## config.mk

```make
export PLATFORM = sky130hd
export DESIGN_NAME = adcss_seq
export DESIGN_NICKNAME = d
export VERILOG_FILES = /design/src/rtl/adcss_pkg.sv /design/src/rtl/adcss_tick.sv /design/src/rtl/adcss_apb.sv /design/src/rtl/adcss_seq.sv
export SDC_FILE = /design/constraint.sdc
export NUM_CORES = 1
export LEC_CHECK = 0
export BUFFER_PORTS_ARGS = -buffer_cell sky130_fd_sc_hd__buf_2
export CAP_MARGIN = 25
export CORE_MARGIN = 3
export CORE_UTILIZATION = 60
export DETAILED_ROUTE_END_ITERATION = 8
export GPL_TIMING_DRIVEN = 0
export PLACE_DENSITY = 0.78
export SYNTH_ARGS = -nofsm -noshare
export SYNTH_HDL_FRONTEND = slang
export SYNTH_HIERARCHICAL = 1
export SYNTH_SLANG_ARGS = --single-unit
```

## constraint.sdc

```tcl
create_clock -name pclk -period 8.1 [get_ports pclk]
set_input_delay 1.62 -clock pclk [delete_from_list [all_inputs] [get_ports pclk]]
set_output_delay 1.62 -clock pclk [all_outputs]
set_load 0.03 [all_outputs]
```

## src/rtl/adcss_pkg.sv

```systemverilog
package adcss_pkg;
    localparam int ADCSS_DATA_W = 14;
    localparam int ADCSS_CH_N = 8;
    localparam int ADCSS_CH_W = 3;
    localparam int ADCSS_INT_W = 24;
    localparam int ADCSS_DLY_W = 16;

    localparam logic [7:0] ADCSS_REG_CTRL = 8'h00;
    localparam logic [7:0] ADCSS_REG_CHEN = 8'h04;
    localparam logic [7:0] ADCSS_REG_SCAN_IVL = 8'h08;
    localparam logic [7:0] ADCSS_REG_SAMP_IVL = 8'h0C;
    localparam logic [7:0] ADCSS_REG_SCANS = 8'h10;
    localparam logic [7:0] ADCSS_REG_DELAY = 8'h14;
    localparam logic [7:0] ADCSS_REG_CMD = 8'h18;
    localparam logic [7:0] ADCSS_REG_STATUS = 8'h1C;
    localparam logic [7:0] ADCSS_REG_DATA = 8'h20;
    localparam logic [7:0] ADCSS_REG_IRQ_STAT = 8'h24;
    localparam logic [7:0] ADCSS_REG_IRQ_EN = 8'h28;
    localparam logic [7:0] ADCSS_REG_IRQ_CLR = 8'h2C;

    // Control register fields
    localparam int ADCSS_CTRL_MODE = 0;
    localparam int ADCSS_CTRL_DELAY = 1;
    localparam int ADCSS_CTRL_RETRIG = 2;
    localparam int ADCSS_CTRL_TSRC = 3;
    localparam int ADCSS_CTRL_DSRC = 5;
    localparam int ADCSS_CTRL_POL = 7;
    localparam int ADCSS_CTRL_W = 8;
    // Command register bits
    localparam int ADCSS_CMD_CONV = 0;
    localparam int ADCSS_CMD_TRIG = 1;
    localparam int ADCSS_CMD_ARM = 2;
    localparam int ADCSS_CMD_STOP = 3;
    // Interrupt events
    localparam int ADCSS_EV_DONE = 0;
    localparam int ADCSS_EV_SET = 1;
    localparam int ADCSS_EV_OVF = 2;
    localparam int ADCSS_EV_N = 3;

    localparam logic [13:0] ADCSS_UNI_OFFSET = 14'h2000;
    localparam logic [23:0] ADCSS_INT_RESET = 24'h000028;
    localparam logic [23:0] ADCSS_SCANS_RESET = 24'h000001;

    typedef enum logic [1:0] {ADCSS_TS_SOFT, ADCSS_TS_DIG, ADCSS_TS_ANA, ADCSS_TS_SYNC} adcss_tsrc_t;
    typedef enum logic [1:0] {ADCSS_DS_TB, ADCSS_DS_AUX1, ADCSS_DS_TMR0, ADCSS_DS_TMR1} adcss_dsrc_t;

    typedef struct packed {
        // First member is the msb, so the fields run from bit 7 down to bit 0
        logic unipolar;
        adcss_dsrc_t dsrc;
        adcss_tsrc_t tsrc;
        logic retrig;
        logic delay_mode;
        logic polling;
    } adcss_ctrl_t;

    typedef struct packed {
        logic [ADCSS_CH_W-1:0] chan;
        logic [ADCSS_DATA_W-1:0] code;
    } adcss_sample_t;

    // Lowest enabled channel at or above start; returns found flag in msb
    function automatic logic [ADCSS_CH_W:0] adcss_next_chan(input logic [ADCSS_CH_N-1:0] en,
                                                           input logic [ADCSS_CH_W:0] start);
        logic [ADCSS_CH_W:0] r;
        r = '0;
        for (int i = ADCSS_CH_N - 1; i >= 0; i--) begin
            if (en[i] && (i >= int'(start))) begin
                r = {1'b1, ADCSS_CH_W'(i)};
            end
        end
        return r;
    endfunction
endpackage

```

## src/rtl/adcss_tick.sv

```systemverilog
`timescale 1ns/1ps
// Timebase enable divider plus rising-edge detect of the selected delay clock
module adcss_tick
    import adcss_pkg::*;
#(
    parameter int DIV = 2
) (
    input wire logic pclk,
    input wire logic presetn,
    input wire logic aux_input_1,
    input wire logic timer0_out,
    input wire logic timer1_out,
    input wire adcss_dsrc_t dsrc,
    output logic tb_tick,
    output logic delay_tick
);
    initial begin
        if (DIV < 1) $error("adcss_tick: DIV must be at least 1");
    end

    logic [15:0] div_cnt;
    logic [2:0] sync1;
    logic [2:0] sync2;
    logic sel_now;
    logic sel_prev;

    always_ff @(posedge pclk or negedge presetn) begin
        if (!presetn) begin
            div_cnt <= '0;
            tb_tick <= 1'b0;
        end else if (div_cnt == 16'(DIV - 1)) begin
            div_cnt <= '0;
            tb_tick <= 1'b1;
        end else begin
            div_cnt <= div_cnt + 16'h0001;
            tb_tick <= 1'b0;
        end
    end

    always_ff @(posedge pclk or negedge presetn) begin
        if (!presetn) begin
            sync1 <= '0;
            sync2 <= '0;
        end else begin
            sync1 <= {timer1_out, timer0_out, aux_input_1};
            sync2 <= sync1;
        end
    end

    always_comb begin
        case (dsrc)
            ADCSS_DS_AUX1: sel_now = sync2[0];
            ADCSS_DS_TMR0: sel_now = sync2[1];
            ADCSS_DS_TMR1: sel_now = sync2[2];
            default: sel_now = 1'b0;
        endcase
    end

    always_ff @(posedge pclk or negedge presetn) begin
        if (!presetn) begin
            sel_prev <= 1'b0;
        end else begin
            sel_prev <= sel_now;
        end
    end

    assign delay_tick = (dsrc == ADCSS_DS_TB) ? tb_tick : (sel_now & ~sel_prev);
endmodule

```

## src/rtl/adcss_apb.sv

```systemverilog
`timescale 1ns/1ps
// Zero-wait APB slave front end: one-cycle write/read strobes
module adcss_apb (
    input wire logic pclk,
    input wire logic presetn,
    input wire logic psel,
    input wire logic penable,
    input wire logic pwrite,
    input wire logic [7:0] paddr,
    output logic pready,
    output logic pslverr,
    input wire logic mapped,
    output logic wr_stb,
    output logic rd_stb,
    output logic [7:0] addr
);
    assign pready = 1'b1;
    assign wr_stb = psel & penable & pwrite;
    assign rd_stb = psel & penable & ~pwrite;
    assign pslverr = psel & penable & ~mapped;
    assign addr = {paddr[7:2], 2'b00};
endmodule

```

## src/rtl/adcss_seq.sv

```systemverilog
`timescale 1ns/1ps
module adcss_seq
    import adcss_pkg::*;
#(
    parameter int TB_DIV = 2,
    parameter int FIFO_DEPTH = 16
) (
    input wire logic pclk,
    input wire logic presetn,
    input wire logic psel,
    input wire logic penable,
    input wire logic pwrite,
    input wire logic [7:0] paddr,
    input wire logic [31:0] pwdata,
    output logic [31:0] prdata,
    output logic pready,
    output logic pslverr,
    input wire logic dig_trigger,
    input wire logic ana_trigger,
    input wire logic sync_bus_adc_trigger,
    input wire logic aux_input_1,
    input wire logic timer0_out,
    input wire logic timer1_out,
    output logic conv_start,
    output logic [ADCSS_CH_W-1:0] conv_chan,
    input wire logic conv_done,
    input wire logic [ADCSS_DATA_W-1:0] conv_code,
    output logic irq
);
    initial begin
        if (FIFO_DEPTH < 2 || (FIFO_DEPTH & (FIFO_DEPTH - 1)) != 0) $error("FIFO_DEPTH must be a power of two");
    end
    localparam int AW = $clog2(FIFO_DEPTH);

    typedef enum {S_IDLE, S_ARMED, S_DELAY, S_SCANWAIT, S_CONV, S_GAP} adcss_state_t;
    adcss_state_t state;

    adcss_ctrl_t ctrl;
    logic [ADCSS_CH_N-1:0] chen;
    logic [ADCSS_INT_W-1:0] scan_ivl, samp_ivl, scans;
    logic [ADCSS_DLY_W-1:0] delay;
    logic [ADCSS_INT_W-1:0] scan_timer, samp_timer, scans_per_trigger_count;
    logic [ADCSS_DLY_W-1:0] delay_count;
    logic [ADCSS_CH_W-1:0] chan;
    logic poll_busy, poll_ready, accepted_once;
    logic [ADCSS_DATA_W-1:0] poll_data;
    logic [ADCSS_EV_N-1:0] irq_stat, irq_en, ev;

    logic wr_stb, rd_stb, mapped;
    logic [7:0] addr;
    logic [31:0] wd;
    logic tb_tick, delay_tick;
    logic [2:0] trig_s1, trig_s2;
    logic trig_lvl, trig_prev, sw_trig, trig_event;
    logic cmd_conv, cmd_arm, cmd_stop;
    logic [ADCSS_CH_W:0] first_ch, nxt_ch;
    logic [ADCSS_DATA_W-1:0] code_out;
    logic samp_push;
    adcss_sample_t fifo_mem [FIFO_DEPTH];
    logic [AW:0] wr_ptr, rd_ptr;
    logic fifo_full, fifo_empty, fifo_pop;

    assign wd = pwdata;

    adcss_apb u_apb (
        .pclk(pclk),
        .presetn(presetn),
        .psel(psel),
        .penable(penable),
        .pwrite(pwrite),
        .paddr(paddr),
        .pready(pready),
        .pslverr(pslverr),
        .mapped(mapped),
        .wr_stb(wr_stb),
        .rd_stb(rd_stb),
        .addr(addr)
    );

    adcss_tick #(.DIV(TB_DIV)) u_tick (
        .pclk(pclk),
        .presetn(presetn),
        .aux_input_1(aux_input_1),
        .timer0_out(timer0_out),
        .timer1_out(timer1_out),
        .dsrc(ctrl.dsrc),
        .tb_tick(tb_tick),
        .delay_tick(delay_tick)
    );

    always_comb begin
        case (addr)
            ADCSS_REG_CTRL, ADCSS_REG_CHEN, ADCSS_REG_SCAN_IVL, ADCSS_REG_SAMP_IVL, ADCSS_REG_SCANS,
            ADCSS_REG_DELAY, ADCSS_REG_CMD, ADCSS_REG_STATUS, ADCSS_REG_DATA, ADCSS_REG_IRQ_STAT,
            ADCSS_REG_IRQ_EN, ADCSS_REG_IRQ_CLR: mapped = 1'b1;
            default: mapped = 1'b0;
        endcase
    end

    assign cmd_conv = wr_stb && addr == ADCSS_REG_CMD && wd[ADCSS_CMD_CONV];
    assign cmd_arm = wr_stb && addr == ADCSS_REG_CMD && wd[ADCSS_CMD_ARM];
    assign cmd_stop = wr_stb && addr == ADCSS_REG_CMD && wd[ADCSS_CMD_STOP];
    assign sw_trig = wr_stb && addr == ADCSS_REG_CMD && wd[ADCSS_CMD_TRIG];

    always_ff @(posedge pclk or negedge presetn) begin
        if (!presetn) begin
            ctrl <= '0;
            chen <= '0;
            scan_ivl <= ADCSS_INT_RESET;
            samp_ivl <= ADCSS_INT_RESET;
            scans <= ADCSS_SCANS_RESET;
            delay <= '0;
            irq_en <= '0;
        end else if (wr_stb) begin
            case (addr)
                ADCSS_REG_CTRL: ctrl <= wd[ADCSS_CTRL_W-1:0];
                ADCSS_REG_CHEN: chen <= wd[ADCSS_CH_N-1:0];
                ADCSS_REG_SCAN_IVL: scan_ivl <= wd[ADCSS_INT_W-1:0];
                ADCSS_REG_SAMP_IVL: samp_ivl <= wd[ADCSS_INT_W-1:0];
                ADCSS_REG_SCANS: scans <= wd[ADCSS_INT_W-1:0];
                ADCSS_REG_DELAY: delay <= wd[ADCSS_DLY_W-1:0];
                ADCSS_REG_IRQ_EN: irq_en <= wd[ADCSS_EV_N-1:0];
                default: ;
            endcase
        end
    end

    // Pins are from outside the clock domain
    always_ff @(posedge pclk or negedge presetn) begin
        if (!presetn) begin
            trig_s1 <= '0;
            trig_s2 <= '0;
            trig_prev <= 1'b0;
        end else begin
            trig_s1 <= {sync_bus_adc_trigger, ana_trigger, dig_trigger};
            trig_s2 <= trig_s1;
            trig_prev <= trig_lvl;
        end
    end

    always_comb begin
        case (ctrl.tsrc)
            ADCSS_TS_DIG: trig_lvl = trig_s2[0];
            ADCSS_TS_ANA: trig_lvl = trig_s2[1];
            ADCSS_TS_SYNC: trig_lvl = trig_s2[2];
            default: trig_lvl = 1'b0;
        endcase
    end

    // Rising edge of the selected source, or the software command
    assign trig_event = (ctrl.tsrc == ADCSS_TS_SOFT) ? sw_trig : (trig_lvl & ~trig_prev);

    assign first_ch = adcss_next_chan(chen, '0);
    assign nxt_ch = adcss_next_chan(chen, {1'b0, chan} + 4'(1));

    // Unipolar ranges shift the straight offset code into the same code set
    assign code_out = ctrl.unipolar ? (conv_code ^ ADCSS_UNI_OFFSET) : conv_code;

    assign samp_push = conv_done && !fifo_full && (state == S_CONV);

    always_ff @(posedge pclk or negedge presetn) begin
        if (!presetn) begin
            state <= S_IDLE;
            scan_timer <= '0;
            samp_timer <= '0;
            scans_per_trigger_count <= '0;
            delay_count <= '0;
            chan <= '0;
            accepted_once <= 1'b0;
        end else if (cmd_stop) begin
            state <= S_IDLE;
        end else begin
            if (state != S_IDLE && scan_timer != '0 && tb_tick) begin
                scan_timer <= scan_timer - 24'h000001;
            end
            case (state)
                S_IDLE: begin
                    if (cmd_arm && !ctrl.polling && first_ch[ADCSS_CH_W]) begin
                        state <= S_ARMED;
                        accepted_once <= 1'b0;
                    end
                end
                S_ARMED: begin
                    // A trigger is taken only here, never mid-scan
                    if (trig_event && !(accepted_once && !ctrl.retrig)) begin
                        accepted_once <= 1'b1;
                        delay_count <= delay;
                        scans_per_trigger_count <= scans;
                        scan_timer <= '0;
                        state <= ctrl.delay_mode ? S_DELAY : S_SCANWAIT;
                    end else if (accepted_once && !ctrl.retrig) begin
                        state <= S_IDLE;
                    end
                end
                S_DELAY: begin
                    if (delay_count == '0) begin
                        state <= S_SCANWAIT;
                    end else if (delay_tick) begin
                        delay_count <= delay_count - 16'h0001;
                    end
                end
                S_SCANWAIT: begin
                    if (scans_per_trigger_count == '0) begin
                        state <= ctrl.retrig ? S_ARMED : S_IDLE;
                    end else if (scan_timer == '0 && tb_tick) begin
                        // Start on a timebase edge and count it, so the interval is exact
                        scan_timer <= (scan_ivl == '0) ? '0 : scan_ivl - 24'h000001;
                        scans_per_trigger_count <= scans_per_trigger_count - 24'h000001;
                        chan <= first_ch[ADCSS_CH_W-1:0];
                        state <= S_CONV;
                    end
                end
                S_CONV: begin
                    // A sample dropped on a full queue still moves the scan on
                    if (conv_done) begin
                        if (nxt_ch[ADCSS_CH_W]) begin
                            chan <= nxt_ch[ADCSS_CH_W-1:0];
                            samp_timer <= samp_ivl;
                            state <= S_GAP;
                        end else begin
                            state <= S_SCANWAIT;
                        end
                    end
                end
                S_GAP: begin
                    if (samp_timer <= 24'h000001) begin
                        state <= S_CONV;
                    end else if (tb_tick) begin
                        samp_timer <= samp_timer - 24'h000001;
                    end
                end
                default: state <= S_IDLE;
            endcase
        end
    end

    // One conversion request per sample slot or per polling command
    always_ff @(posedge pclk or negedge presetn) begin
        if (!presetn) begin
            conv_start <= 1'b0;
            conv_chan <= '0;
        end else begin
            conv_start <= 1'b0;
            if (cmd_conv && ctrl.polling && !poll_busy && state == S_IDLE) begin
                conv_start <= 1'b1;
                conv_chan <= first_ch[ADCSS_CH_W-1:0];
            end else if ((state == S_SCANWAIT && scan_timer == '0 && tb_tick && scans_per_trigger_count != '0)
                         || (state == S_GAP && samp_timer <= 24'h000001)) begin
                conv_start <= 1'b1;
                conv_chan <= (state == S_GAP) ? chan : first_ch[ADCSS_CH_W-1:0];
            end
        end
    end

    always_ff @(posedge pclk or negedge presetn) begin
        if (!presetn) begin
            poll_busy <= 1'b0;
            poll_ready <= 1'b0;
            poll_data <= '0;
        end else begin
            if (cmd_conv && ctrl.polling && !poll_busy && state == S_IDLE) begin
                poll_busy <= 1'b1;
            end else if (poll_busy && conv_done) begin
                poll_busy <= 1'b0;
                poll_data <= code_out;
            end
            // Completion beats the read that clears it
            if (poll_busy && conv_done) begin
                poll_ready <= 1'b1;
            end else if (rd_stb && addr == ADCSS_REG_DATA) begin
                poll_ready <= 1'b0;
            end
        end
    end

    assign fifo_full = (wr_ptr[AW] != rd_ptr[AW]) && (wr_ptr[AW-1:0] == rd_ptr[AW-1:0]);
    assign fifo_empty = wr_ptr == rd_ptr;
    assign fifo_pop = rd_stb && addr == ADCSS_REG_DATA && !ctrl.polling && !fifo_empty;

    always_ff @(posedge pclk or negedge presetn) begin
        if (!presetn) begin
            wr_ptr <= '0;
            rd_ptr <= '0;
        end else begin
            if (samp_push) begin
                wr_ptr <= wr_ptr + (AW+1)'(1);
            end
            if (fifo_pop) begin
                rd_ptr <= rd_ptr + (AW+1)'(1);
            end
        end
    end

    always_ff @(posedge pclk) begin
        if (samp_push) begin
            fifo_mem[wr_ptr[AW-1:0]] <= '{chan: chan, code: code_out};
        end
    end

    assign ev[ADCSS_EV_DONE] = poll_busy && conv_done;
    assign ev[ADCSS_EV_SET] = state == S_SCANWAIT && scans_per_trigger_count == '0;
    assign ev[ADCSS_EV_OVF] = conv_done && fifo_full && state == S_CONV;

    always_ff @(posedge pclk or negedge presetn) begin
        if (!presetn) begin
            irq_stat <= '0;
        end else begin
            irq_stat <= ev | (irq_stat & ~((wr_stb && addr == ADCSS_REG_IRQ_CLR) ? wd[ADCSS_EV_N-1:0] : '0));
        end
    end

    always_ff @(posedge pclk or negedge presetn) begin
        if (!presetn) begin
            irq <= 1'b0;
        end else begin
            irq <= |(irq_stat & irq_en);
        end
    end

    always_comb begin
        prdata = '0;
        case (addr)
            ADCSS_REG_CTRL: prdata[ADCSS_CTRL_W-1:0] = ctrl;
            ADCSS_REG_CHEN: prdata[ADCSS_CH_N-1:0] = chen;
            ADCSS_REG_SCAN_IVL: prdata[ADCSS_INT_W-1:0] = scan_ivl;
            ADCSS_REG_SAMP_IVL: prdata[ADCSS_INT_W-1:0] = samp_ivl;
            ADCSS_REG_SCANS: prdata[ADCSS_INT_W-1:0] = scans;
            ADCSS_REG_DELAY: prdata[ADCSS_DLY_W-1:0] = delay;
            ADCSS_REG_STATUS: prdata[7:0] = {fifo_full, !fifo_empty, poll_ready, poll_busy,
                                             1'b0, 3'(state)};
            ADCSS_REG_DATA: prdata[16:0] = ctrl.polling ? {3'b000, poll_data}
                                                         : fifo_mem[rd_ptr[AW-1:0]];
            ADCSS_REG_IRQ_STAT: prdata[ADCSS_EV_N-1:0] = irq_stat;
            ADCSS_REG_IRQ_EN: prdata[ADCSS_EV_N-1:0] = irq_en;
            default: prdata = '0;
        endcase
    end
endmodule

```

==> summary.txt <==
Status
  – Status: completed

Logic synthesis
  – Fraction of registers with async set/reset: 0.4954
  – Synth Area in Adders: 0.008415
  – Yosys reg bits: 539
  – Post-Syn Instances: 1902
  – Post-synthesis xor/xnor area fraction: 0.01767
  – Synth Warn #: 6
  – Multiplexer area fraction after synthesis: 0.1364
  – Synth Area in Compound Gates: 0.1075
  – Cell type with the largest total area after synthesis: edfxtp_1
  – Netlist Area Pre-Place: 25280 µm²
  – Post-synth cell types: 99
  – Post-synth EDFFs: 272
  – Synth Area per Inst: 13.29 µm²
  – Post-synthesis simple-gate area fraction: 0.1139
  – Area contributors post-synth: edfxtp_1 32%, dfrtp_1 26%, mux4_2 7.6%, mux2_2 5.3%, nand2_1 2.1%
  – Yosys top cell area share: 0.3231
  – Largest family of logic cells by synthesized area: multiplexers
  – Seq/Total Area, Yosys: 0.5877
  – Commonest register cell after synthesis: edfxtp_1

Critical path
  – R2R setup slack: 4340 ps
  – Critical Path Source Type: input pin
  – Worst-path fanout max: 10
  – Type of the worst setup path: input pin to output port
  – Crit path required time: 6480 ps
  – CP Data Arrival Time: 4670 ps
  – CP endpoint kind: output port

Place
  – Hpwl dp: 49810 µm
  – Count of input and output buffers: 78
  – Placement Cell Area: 26770 µm²
  – RePlAce Congestion: 0.9531
  – Inst Count DP: 2535

Power
  – Max VDD drop: 0.2952 mV
  – P per Cell Area: 248.8 nW/µm²
  – Leakage: 11.36 nW

GRT
  – All-Layer GR Usage: 0.3328
  – Pin count of the biggest net entering global routing: 99
  – Antenna violations before repair: 3
  – First-pass GRT wire length: 110800 µm
  – Total grt overflow: 0
  – Vias in the first global route: 17850

Finish
  – Filler cells: 2687
  – Multi-input gate area: 9746 µm²
  – Final std cell area, no fill: 28780 µm²
  – Final nets: 2148
  – FF/Latch Area: 14860 µm²
  – Fin util: 0.6986
  – Non-Filler Instances: 2646
  – Commonest non-fill, non-tap cell in the layout: edfxtp_1
  – Layout cell share with drive strength beyond 1: 0.2398
  – Commonest non-fill, non-tap cells in the layout: 272 x edfxtp_1, 262 x dfrtp_1, 139 x nand2_1
  – Synthesis-to-finish area growth: 13.87%

Clock tree
  – CTS tree: yes
  – CTS resizes: 0
  – CTS Root Cell: clkbuf_16
  – Clock buffer count from CTS: 54
  – Setup bufs post-CTS: 0
  – H-Tree Depth: 2
  – Clk slew on worst S/H paths: 60 ps
  – Clock latency on the worst-skew pair: 640 ps
  – CTS Sinks: 539
  – Hold_buf cts: 0
  – CTS Buffer Depth: 3

Route
  – WL/cell: 28.13 µm
  – DR vias/cell: 6.887
  – Via count: 18220
  – Drt drc: 0
  – Pre-Repair DR Iteration Count: 6
  – Initial DRC count: 2337
  – DRT antenna net count: 0
  – Final wirelength: 74420 µm

Die
  – Die area: 44630 µm²
  – DIE WIDTH: 211.3 µm
  – Ports: 105
  – Initial core utilization: 0.6135
  – Die Y-Extent: 211.3 µm
  – Core area: 41200 µm²
  – Rows: 74

Min path
  – Worst hold path class: flip-flop to flip-flop

Timing
  – Setup_tns: 0 ps
  – RSZ-0062 raised after global routing: false
  – Final setup viols: 0
  – Slew Limit Fails: 0
  – Clk_skew: 40.38 ps
  – Post-route minimum period: 6291 ps
  – Relative slew margins: 0.3009
  – Hold Vio Cnt, Final: 0
  – Max Clk Rate: 0.1590 GHz
  – Post-route clock period utilization: 0.7766
  – Worst slew pin tran: 1039 ps

Run
  – Max-cap violations: 0
-- per-stage QoR --
stage	hold WS, ps	total power, mW	setup slack [ps]
2_1_floorplan	331.2	4.119	2953
3_3_place_gp	336.6	4.423	451.6
3_5_place_dp	335.5	4.482	1881
4_1_cts	355.3	7.138	1875
5_1_grt	357.6	7.415	1770
6_report	350.9	7.161	1809
-- routing by layer --
layer / global-route usage / vias to the layer above / share of wire
li1: - / 7658 / -
met2: 0.5420 / 1077 / 0.49
met5: 0 / - / 0.00093
met3: 0.04842 / 251 / 0.078
met4: 0.1875 / 2 / 0.061
met1: 0.4354 / 9235 / 0.37
-- sequential cells by signal, summed over array words and instances (netlist names), 14 cells and up --
| signal | flops |
|---|---|
| fifo_mem | 272 |
| poll_data | 14 |
| scan_ivl | 24 |
| scan_timer | 24 |
| delay_count | 16 |
| delay | 16 |
| scans | 24 |
| samp_ivl | 24 |
| u_tick/div_cnt | 16 |
| samp_timer | 24 |
| scans_per_trigger_count | 24 |
-- synth_stat cells (all sizes together) (5+ instances only) --
cell       n
nand2    142
nor4      36
nor3      53
dfrtp    262
mux2i      8
xnor2     21
buf       49
o211ai    19
edfxtp   272
xor2      30
a21oi     91
a221oi     6
nand3     42
a32oi      6
clkbuf    60
ha        17
mux2     129
o21ai     97
a221o      7
or4        9
or3       13
nand4     24
a222oi    18
nor3b     11
and2      21
a22oi     31
o22a      11
nand2b    10
nand3b     9
dfstp      5
mux4      85
nor2     114
o31ai      7
o22ai     19
o2bb2ai    6
a22o      13
inv       48
a31oi     11
and3      12
-- final timing paths --
path | start | endpoint | cells past startpoint
min in group asynchronous | presetn | u_tick/div_cnt[13] | 1
min reg2reg | u_tick/sync1[2] | u_tick/sync2[2] | 0
min | u_tick/sync1[2] | u_tick/sync2[2] | 0
max | paddr[2] | prdata[10] | 10
max in group asynchronous | presetn | samp_timer[6] | 3
max reg2reg | state[0] | fifo_mem[5][16] | 8
-- critical path, cell delays in order --
cell	delay [ps]
buf_4	110
buf_2	180
or4_1	520
clkbuf_1	170
nor2_1	600
clkbuf_1	640
a22oi_1	190
nand2_1	220
a221o_1	190
buf_2	210
-- cell type report --
cell class,count,share of cell area
Buffer,109,0.01830
Timing Repair Buffer,99,0.03112
Clock inverter,27,0.01452
Clock buffer,74,0.05164
Sequential cell,539,0.5161
Tap cell,532,0.02313
Multi-Input combinational cell,1214,0.3386
Antenna cell,4,0.0003477
Inverter,48,0.006260
-- kinds of logic (layout without fill, tap and decap cells) --
kind of cell | count (synthesis) | after routing
compound gates | 391 | 391
flops | 539 | 539
other cells | 3 | 15
fa+ha+maj | 17 | 17
mux | 222 | 222
buf+inv | 157 | 357
simple gates | 522 | 522
xor+xnor | 51 | 51
-- where the power goes --
| group | switching, mW | internal (mW) | leakage, nW |
|---|---|---|---|
| clock network | 1.10 | 1.58 | 0.916 |
| logic | 0.719 | 0.415 | 4.39 |
| registers | 0.254 | 3.09 | 6.05 |
| total | 2.07 | 5.09 | 11.4 |
Note: power is estimated with default switching activity, not from simulation.
